[config.mk]
export PLATFORM = sky130hd
export DESIGN_NAME = gpt_timer
export DESIGN_NICKNAME = d
export VERILOG_FILES = /design/src/design/gpt_pkg.sv /design/src/design/gpt_tick_if.sv /design/src/design/gpt_pin_sync.sv /design/src/design/gpt_prescale.sv /design/src/design/gpt_timer.sv
export SDC_FILE = /design/constraint.sdc
export NUM_CORES = 1
export LEC_CHECK = 0
export BUFFER_PORTS_ARGS = -buffer_cell sky130_fd_sc_hd__buf_2
export CAP_MARGIN = 40
export CORE_MARGIN = 4
export CORE_UTILIZATION = 54
export CTS_BUF_LIST = sky130_fd_sc_hd__clkbuf_2 sky130_fd_sc_hd__clkbuf_4 sky130_fd_sc_hd__clkbuf_8
export CTS_CLUSTER_DIAMETER = 60
export CTS_CLUSTER_SIZE = 14
export DETAILED_ROUTE_END_ITERATION = 12
export PLACE_DENSITY = 0.84
export SLEW_MARGIN = 20
export SYNTH_ARGS = -nofsm -noshare
export SYNTH_HDL_FRONTEND = slang
export SYNTH_HIERARCHICAL = 1
export SYNTH_SLANG_ARGS = --single-unit
[constraint.sdc]
create_clock -name clock -period 4.3 [get_ports clock]
set_clock_uncertainty 0.2 [all_clocks]
set_input_delay 0.645 -clock clock [delete_from_list [all_inputs] [get_ports clock]]
set_output_delay 0.645 -clock clock [all_outputs]
set_load 0.03 [all_outputs]
[src/design/gpt_pkg.sv]
// Shared constants and types of the general purpose timer.
// Assumes byte addresses on the register port and a 16-bit register width.
package gpt_pkg;

    // Register byte addresses
    localparam logic [31:0] ADDR_PRESET = 32'h4000_0000;
    localparam logic [31:0] ADDR_READBACK = 32'h4000_0004;
    localparam logic [31:0] ADDR_CONTROL = 32'h4000_0008;
    localparam logic [31:0] ADDR_CLEAR = 32'h4000_000C;
    localparam logic [31:0] ADDR_SNAPSHOT = 32'h4000_0010;
    localparam logic [31:0] ADDR_FLAGS = 32'h4000_001C;

    // Values after reset and control write mask
    localparam logic [15:0] PRESET_RST = 16'h0000;
    localparam logic [15:0] CONTROL_RST = 16'h000A;
    localparam logic [15:0] CONTROL_MASK = 16'h1FFF;

    // Control fields
    localparam int CAP_ARM_BIT = 12;
    localparam int EVT_LSB = 8;
    localparam int RELOAD_BIT = 7;
    localparam int CLK_LSB = 5;
    localparam int ENABLE_BIT = 4;
    localparam int PERIODIC_BIT = 3;
    localparam int UP_BIT = 2;
    localparam int PRE_LSB = 0;

    // Clear and flag fields
    localparam int CLR_TIMEOUT_BIT = 0;
    localparam int CLR_CAPTURE_BIT = 1;
    localparam int FL_TIMEOUT_BIT = 0;
    localparam int FL_CAPTURE_BIT = 1;
    localparam int FL_BUSY_BIT = 6;
    localparam int FL_CLR_SYNC_BIT = 7;

    // Counter limits
    localparam logic [15:0] FULL_SCALE = 16'hFFFF;
    localparam logic [15:0] ZERO_SCALE = 16'h0000;

    // Prescaler divisions
    localparam logic [15:0] DIV_BUS_SRC = 16'h0004;
    localparam logic [15:0] DIV_OSC_SRC = 16'h0001;
    localparam logic [15:0] DIV_16 = 16'h0010;
    localparam logic [15:0] DIV_256 = 16'h0100;
    localparam logic [15:0] DIV_32K = 16'h8000;

    // Crossing lag of busy and clear-sync windows, in bus clock cycles
    localparam logic [1:0] XDOM_CYCLES = 2'h2;

    typedef enum logic [1:0] {SRC_PERIPH, SRC_CORE, SRC_SLOW, SRC_FAST} gpt_src_t;

endpackage

[src/design/gpt_tick_if.sv]
// Tick path between the timer core and its prescaler.
// Assumes both ends run on the same bus clock.
interface gpt_tick_if;
    import gpt_pkg::*;
    logic src_tick;
    logic [1:0] pre_code;
    gpt_src_t src;
    logic run;
    logic tick;
    modport core (output src_tick, output pre_code, output src, output run, input tick);
    modport div (input src_tick, input pre_code, input src, input run, output tick);
endinterface

[src/design/gpt_pin_sync.sv]
// Three-stage pin synchroniser with filtered level and rising-edge pulse.
// Assumes pins change slower than half the bus clock.
module gpt_pin_sync #(
    parameter int W = 4
) (
    // Clock and reset
    input wire logic clock,
    input wire logic sys_rst,
    // Pins and results
    input wire logic [W-1:0] pin,
    output logic [W-1:0] level,
    output logic [W-1:0] rise
);

    typedef struct packed {
        logic [W-1:0] s1;
        logic [W-1:0] s2;
        logic [W-1:0] s3;
        logic [W-1:0] lvl;
    } gpt_sync_state_t;

    gpt_sync_state_t r;
    gpt_sync_state_t next_r;

    always_comb
    begin
        next_r = r;
        next_r.s1 = pin;
        next_r.s2 = r.s1;
        next_r.s3 = r.s2;
        for (int i = 0; i < W; i++)
        begin
            if (r.s2[i] == r.s3[i])
                next_r.lvl[i] = r.s3[i];
        end
    end

    generate
        for (genvar g = 0; g < W; g++)
        begin : g_edge
            assign rise[g] = r.s2[g] && r.s3[g] && !r.lvl[g];
        end
    endgenerate

    assign level = r.lvl;

    always_ff @(posedge clock or posedge sys_rst)
    begin
        if (sys_rst)
            r <= '0;
        else
            r <= next_r;
    end

endmodule // gpt_pin_sync

[src/design/gpt_prescale.sv]
// Prescaler: divides the selected source tick into counter steps.
// Assumes src_tick is a one-cycle pulse on the bus clock.
module gpt_prescale
    import gpt_pkg::*;
(
    // Clock and reset
    input wire logic clock,
    input wire logic sys_rst,
    // Tick path
    gpt_tick_if.div tk
);

    typedef struct packed {
        logic [15:0] cnt;
    } gpt_div_state_t;

    gpt_div_state_t r;
    gpt_div_state_t next_r;
    logic [15:0] div;
    logic hit;

    function automatic logic [15:0] divisor(input logic [1:0] code, input gpt_src_t src);
        unique case (code)
            2'h0: divisor = (src == SRC_PERIPH || src == SRC_CORE) ? DIV_BUS_SRC
                                                                   : DIV_OSC_SRC;
            2'h1: divisor = DIV_16;
            2'h2: divisor = DIV_256;
            2'h3: divisor = DIV_32K;
        endcase
    endfunction

    assign div = divisor(tk.pre_code, tk.src);
    assign hit = r.cnt >= div - 16'h0001;
    assign tk.tick = tk.run && tk.src_tick && hit;

    always_comb
    begin
        next_r = r;
        if (!tk.run)
        begin
            next_r.cnt = 16'h0000;
        end
        else if (tk.src_tick)
        begin
            next_r.cnt = hit ? 16'h0000 : r.cnt + 16'h0001;
        end
    end

    always_ff @(posedge clock or posedge sys_rst)
    begin
        if (sys_rst)
            r <= '0;
        else
            r <= next_r;
    end

endmodule // gpt_prescale

[src/design/gpt_timer.sv]
// General purpose 16-bit up/down timer with preset, capture and flags.
// Assumes a single-cycle register port on the 200 MHz bus clock and
// capture events as one-cycle pulses on that clock.
module gpt_timer
    import gpt_pkg::*;
#(
    parameter int EVT_COUNT = 16
) (
    // Clock and reset
    input wire logic clock,
    input wire logic sys_rst,
    // Register port
    input wire logic [31:0] reg_addr,
    input wire logic [15:0] reg_wdata,
    input wire logic reg_wr,
    input wire logic reg_rd,
    output logic [15:0] reg_rdata,
    // Clock source pins
    input wire logic core_clk_pin,
    input wire logic slow_osc_pin,
    input wire logic fast_xtal_pin,
    input wire logic fast_osc_pin,
    input wire logic clock_config_zero,
    // Capture events
    input wire logic [EVT_COUNT-1:0] capture_events,
    // Status out
    output logic timeout_irq,
    output logic capture_pending
);

    // Event select is four bits wide, so at most sixteen sources
    if (EVT_COUNT < 1 || EVT_COUNT > 16)
    begin : g_bad_count
        $error("gpt_timer: EVT_COUNT must be 1 to 16");
    end

    typedef struct packed {
        logic [15:0] preset;
        logic [15:0] pend_preset;
        logic pend_valid;
        logic [15:0] ctrl;
        logic [15:0] count;
        logic [15:0] view1;
        logic [15:0] view2;
        logic [15:0] snapshot;
        logic fl_timeout;
        logic fl_capture;
        logic [1:0] busy_cnt;
        logic [1:0] clr_cnt;
        logic en_d;
        logic [15:0] rdata;
    } gpt_state_t;

    gpt_state_t r;
    gpt_state_t next_r;

    // Pin synchronisers
    logic [4:0] pin_level;
    logic [4:0] pin_rise;

    gpt_pin_sync #(
        .W(5)
    ) u_sync (
        .clock(clock),
        .sys_rst(sys_rst),
        .pin({clock_config_zero, fast_osc_pin, fast_xtal_pin, slow_osc_pin, core_clk_pin}),
        .level(pin_level),
        .rise(pin_rise)
    );

    // Prescaler
    gpt_tick_if tk ();

    gpt_prescale u_pre (
        .clock(clock),
        .sys_rst(sys_rst),
        .tk(tk)
    );

    // Control field views
    logic enable;
    logic periodic;
    logic count_up;
    logic reload_sel;
    logic cap_arm;
    logic [3:0] evt_sel;
    gpt_src_t src;
    logic async_src;

    assign enable = r.ctrl[ENABLE_BIT];
    assign periodic = r.ctrl[PERIODIC_BIT];
    assign count_up = r.ctrl[UP_BIT];
    assign reload_sel = r.ctrl[RELOAD_BIT];
    assign cap_arm = r.ctrl[CAP_ARM_BIT];
    assign evt_sel = r.ctrl[EVT_LSB +: 4];
    assign src = gpt_src_t'(r.ctrl[CLK_LSB +: 2]);
    assign async_src = (src == SRC_SLOW) || (src == SRC_FAST);

    // Source tick selection
    always_comb
    begin
        unique case (src)
            SRC_PERIPH: tk.src_tick = 1'b1;
            SRC_CORE: tk.src_tick = pin_rise[0];
            SRC_SLOW: tk.src_tick = pin_rise[1];
            SRC_FAST: tk.src_tick = pin_level[4] ? pin_rise[2] : pin_rise[3];
        endcase
    end

    assign tk.pre_code = r.ctrl[PRE_LSB +: 2];
    assign tk.src = src;
    assign tk.run = enable && r.en_d;

    // Register port decode
    logic wr_preset;
    logic wr_control;
    logic wr_clear;

    assign wr_preset = reg_wr && reg_addr == ADDR_PRESET;
    assign wr_control = reg_wr && reg_addr == ADDR_CONTROL;
    assign wr_clear = reg_wr && reg_addr == ADDR_CLEAR;

    function automatic logic at_end(input logic [15:0] cnt, input logic up);
        at_end = up ? (cnt == FULL_SCALE) : (cnt == ZERO_SCALE);
    endfunction

    function automatic logic [15:0] start_value(input logic per, input logic up,
                                                input logic [15:0] pre);
        if (per)
            start_value = pre;
        else
            start_value = up ? ZERO_SCALE : FULL_SCALE;
    endfunction

    // Events of this cycle
    logic timeout_evt;
    logic clr_timeout;
    logic clr_capture;
    logic evt_hit;

    assign timeout_evt = tk.run && tk.tick && at_end(r.count, count_up);
    assign clr_timeout = wr_clear && reg_wdata[CLR_TIMEOUT_BIT];
    assign clr_capture = wr_clear && reg_wdata[CLR_CAPTURE_BIT];

    always_comb
    begin
        evt_hit = 1'b0;
        if (cap_arm && 32'(evt_sel) < EVT_COUNT)
            evt_hit = capture_events[evt_sel];
    end

    always_comb
    begin
        next_r = r;
        next_r.en_d = enable;

        // Preset with hold-off across a timeout
        if (r.pend_valid && !timeout_evt)
        begin
            next_r.preset = r.pend_preset;
            next_r.pend_valid = 1'b0;
        end
        if (wr_preset)
        begin
            if (timeout_evt || (r.pend_valid && timeout_evt))
            begin
                next_r.pend_preset = reg_wdata;
                next_r.pend_valid = 1'b1;
            end
            else
            begin
                next_r.preset = reg_wdata;
                next_r.pend_valid = 1'b0;
            end
        end

        // Control register
        if (wr_control)
        begin
            next_r.ctrl = reg_wdata & CONTROL_MASK;
            if (async_src || reg_wdata[CLK_LSB + 1])
                next_r.busy_cnt = XDOM_CYCLES;
        end
        else if (r.busy_cnt != 2'h0)
        begin
            next_r.busy_cnt = r.busy_cnt - 2'h1;
        end

        // Clear crossing indicator
        if (clr_timeout && async_src)
            next_r.clr_cnt = XDOM_CYCLES;
        else if (r.clr_cnt != 2'h0)
            next_r.clr_cnt = r.clr_cnt - 2'h1;

        // Up/down counter
        if (!enable)
        begin
            next_r.count = ZERO_SCALE;
        end
        else if (!r.en_d)
        begin
            next_r.count = start_value(periodic, count_up, r.preset);
        end
        else if (periodic && reload_sel && clr_timeout)
        begin
            next_r.count = r.preset;
        end
        else if (tk.tick)
        begin
            if (at_end(r.count, count_up))
                next_r.count = start_value(periodic, count_up, r.preset);
            else if (count_up)
                next_r.count = r.count + 16'h0001;
            else
                next_r.count = r.count - 16'h0001;
        end

        // Timeout flag, set wins over clear
        if (clr_timeout)
            next_r.fl_timeout = 1'b0;
        if (timeout_evt)
            next_r.fl_timeout = 1'b1;

        // Capture flag and snapshot lock
        if (clr_capture)
            next_r.fl_capture = 1'b0;
        if (evt_hit && (!r.fl_capture || clr_capture))
        begin
            next_r.snapshot = r.count;
            next_r.fl_capture = 1'b1;
        end

        // Readback lag
        next_r.view1 = r.count;
        next_r.view2 = r.view1;

        // Read data
        next_r.rdata = 16'h0000;
        if (reg_rd)
        begin
            unique case (reg_addr)
                ADDR_PRESET: next_r.rdata = r.preset;
                ADDR_READBACK: next_r.rdata = r.view2;
                ADDR_CONTROL: next_r.rdata = r.ctrl;
                ADDR_SNAPSHOT: next_r.rdata = r.snapshot;
                ADDR_FLAGS:
                begin
                    next_r.rdata[FL_TIMEOUT_BIT] = r.fl_timeout;
                    next_r.rdata[FL_CAPTURE_BIT] = r.fl_capture;
                    next_r.rdata[FL_BUSY_BIT] = r.busy_cnt != 2'h0;
                    next_r.rdata[FL_CLR_SYNC_BIT] = r.clr_cnt != 2'h0;
                end
                default: next_r.rdata = 16'h0000;
            endcase
        end
    end

    always_ff @(posedge clock or posedge sys_rst)
    begin
        if (sys_rst)
        begin
            r <= '0;
            r.preset <= PRESET_RST;
            r.ctrl <= CONTROL_RST;
        end
        else
        begin
            r <= next_r;
        end
    end

    assign reg_rdata = r.rdata;
    assign timeout_irq = r.fl_timeout;
    assign capture_pending = r.fl_capture;

endmodule // gpt_timer

==> flow_metrics.env <==
export IMPL_ant_nets=0
export IMPL_final_nets=984
export IMPL_leakagePower_nw=4.78
export IMPL_worst_pin_slew_ns=0.822
export IMPL_final_util=0.615
export IMPL_finalPower_mw=2.86
export IMPL_initial_core_util=0.560
export IMPL_drc=0
export IMPL_clockBufferDepth=2
export IMPL_totalNegativeSetupSlack_ns=0
export IMPL_dr_pass1_iters=6
export IMPL_worst_path_buf_inv=1
export IMPL_cp_arrival_ns=3.99
export IMPL_cp_top_family="simple AND/OR/NAND/NOR gates"
export IMPL_max_cap_viol_count=0
export IMPL_slew_violations=0
export IMPL_final_cell_area_mm2=0.00992
export IMPL_clock_sinks=169
export IMPL_worstSetupPathType="reg -> reg"
export IMPL_h_tree_depth=4
export IMPL_clkLatencyLatePin_ns=0.46
export IMPL_first_global_vias=6707
export IMPL_slew_headroom=0.447
export IMPL_synth_area_mm2=0.00902
export IMPL_post_cts_buffers=0
export IMPL_core_mm2=0.0161
export IMPL_syn2layout_area_growth_pct=9.95
export IMPL_path_common_cell="ha_1"
export IMPL_num_vias=6891
export IMPL_yosysWarnings=6
export IMPL_start_kind="flop"
export IMPL_finalHoldViolations=0
export IMPL_grt_max_degree=134
export IMPL_die_area_mm2=0.0188
export IMPL_die_w_um=137
export IMPL_slowest_stage="a221o_1"
export IMPL_slowest_delay_ns=0.44
export IMPL_critPathMaxFanout=17
export IMPL_multi_input_area_mm2=0.00436
export IMPL_syn_num_nets=917
export IMPL_fin_ws_ns=0.451
export IMPL_min_period_ns=3.85
export IMPL_routed_wl_um=21400
export IMPL_rsz0062_at_grt="false"
export IMPL_ir_worst_vdd_mv=0.204
export IMPL_numPortBuffers=90
export IMPL_ios=91
export IMPL_avgSynthCellArea_um2=11.2
export IMPL_grtUsageTotal=0.237
export IMPL_required_ns=4.44
export IMPL_layout_drive_gt1_share=0.250
export IMPL_path_cells="nor2_1, inv_1, ha_1, ha_1, nand2_1, nor3_1, a21oi_2, or2_2, a21oi_1, and3_1, o21ai_2, and2_1, a221o_1"
export IMPL_critPathCaptureType="flop"
export IMPL_dpl_cell_area_mm2=0.00948
export IMPL_place_ws_ns=0.479
export IMPL_setup_viol=0
export IMPL_max_freq_mhz=260
export IMPL_wl_per_cell_um=19.5
export IMPL_seqCellArea_mm2=0.00423
export IMPL_tritoncts="built"
export IMPL_post_dp_hpwl_um=15400
export IMPL_core_rowCount=46
export IMPL_cts_buffers=17
export IMPL_period_share=0.895
export IMPL_dieHeight_um=137
export IMPL_gp_congestion=0.946
export IMPL_overflow=0
export IMPL_vias_per_cell=6.26
export IMPL_cts_reportedPaths_clkPinSlew_ns=0.09
export IMPL_first_iter_violations=774
export IMPL_netlist_instances=804
export IMPL_status="finished clean"
export IMPL_clock_root_buffer="clkbuf_8"
export IMPL_grt_pass1_wl_um=34900
export IMPL_hp_class="in -> reg"
export IMPL_num_fill_cells=1298
export IMPL_antenna_found_initial=1
export IMPL_p_per_area_mw_per_mm2=289
-- where the power goes --
group | leakage, nW | switching, mW | total [mW] | internal, mW
Combinational | 2.28 | 0.0623 | 0.111 | 0.0491
Clock | 0.195 | 0.584 | 1.14 | 0.558
Sequential | 2.31 | 0.00773 | 1.61 | 1.60
-- worst register-to-register path, cell delays in order (launching register included) --
cell and delay (ns):
dfrtp_1 0.43, nor2_1 0.26, inv_1 0.08, ha_1 0.28
ha_1 0.28, nand2_1 0.05, nor3_1 0.18, a21oi_2 0.11
or2_2 0.28, a21oi_1 0.37, and3_1 0.31, o21ai_2 0.12
and2_1 0.36, a221o_1 0.44
-- layout make-up --
type / count / share of cell area
Clock inverter: 10 / 0.0120
Multi-Input combinational cell: 558 / 0.440
Antenna cell: 2 / 0.000505
Sequential cell: 169 / 0.427
Clock buffer: 21 / 0.0279
Inverter: 23 / 0.00909
Tap cell: 216 / 0.0273
Timing Repair Buffer: 102 / 0.0568
-- sequential cells by signal, summed over array words and instances, names as in the netlist, 4 cells and up --
register and cells:
next_r 32, u_pre/r 16, reg_rdata 16, u_sync/level 5, evt_sel 4, u_sync/next_r 10
r 75, u_sync/r 5
-- layer usage --
metal	vias to the layer above	GRT usage	share of wire
met2	397	0.349	0.45
met3	63	0.0555	0.096
met5	-	0	0
met1	3315	0.342	0.43
li1	3116	-	-
met4	0	0.0904	0.030
-- path summary, 6_finish.rpt --
kind	from	end	slack (ns)	depth (start not counted)
setup reg to reg	r[87]	r[123]	0.45	13
min in group asynchronous	sys_rst	u_sync/level[2]	0.45	3
max in group asynchronous	sys_rst	r[49]	2.61	4
hold / removal	fast_osc_pin	u_sync/next_r[13]	0.09	1
hold reg to reg	u_sync/next_r[14]	u_sync/next_r[9]	0.15	0
setup / recovery	r[87]	r[123]	0.45	13
-- cells in the final DEF (no fill, tap or decap), types with 11 or more instances in the layout --
cell type	instances
inv_1	22
mux2_4	31
a21o_1	12
nor2_1	35
a21oi_1	56
ha_1	39
nand4_1	12
a221o_1	16
nand2_1	55
clkbuf_8	19
dfrtp_1	167
o21ai_0	25
a22oi_1	25
buf_2	90
nor3_1	15
and3_1	11
nand3_1	24
mux2_2	19
and2_1	11
-- repair_timing --
item,4_1_cts,5_1_grt
hold endpoints to repair,0,2
hold buffers,0,1
gates resized for setup,0,0
-- through the flow --
step	cells	hold slack (ns)
floorplan	804	0.131
global placement	1062	0.131
detailed placement	1065	0.135
CTS	1096	0.0645
global route	1101	0.0507
finish	1101	0.0886
No activity file was read; power rests on OpenSTA's default activity.
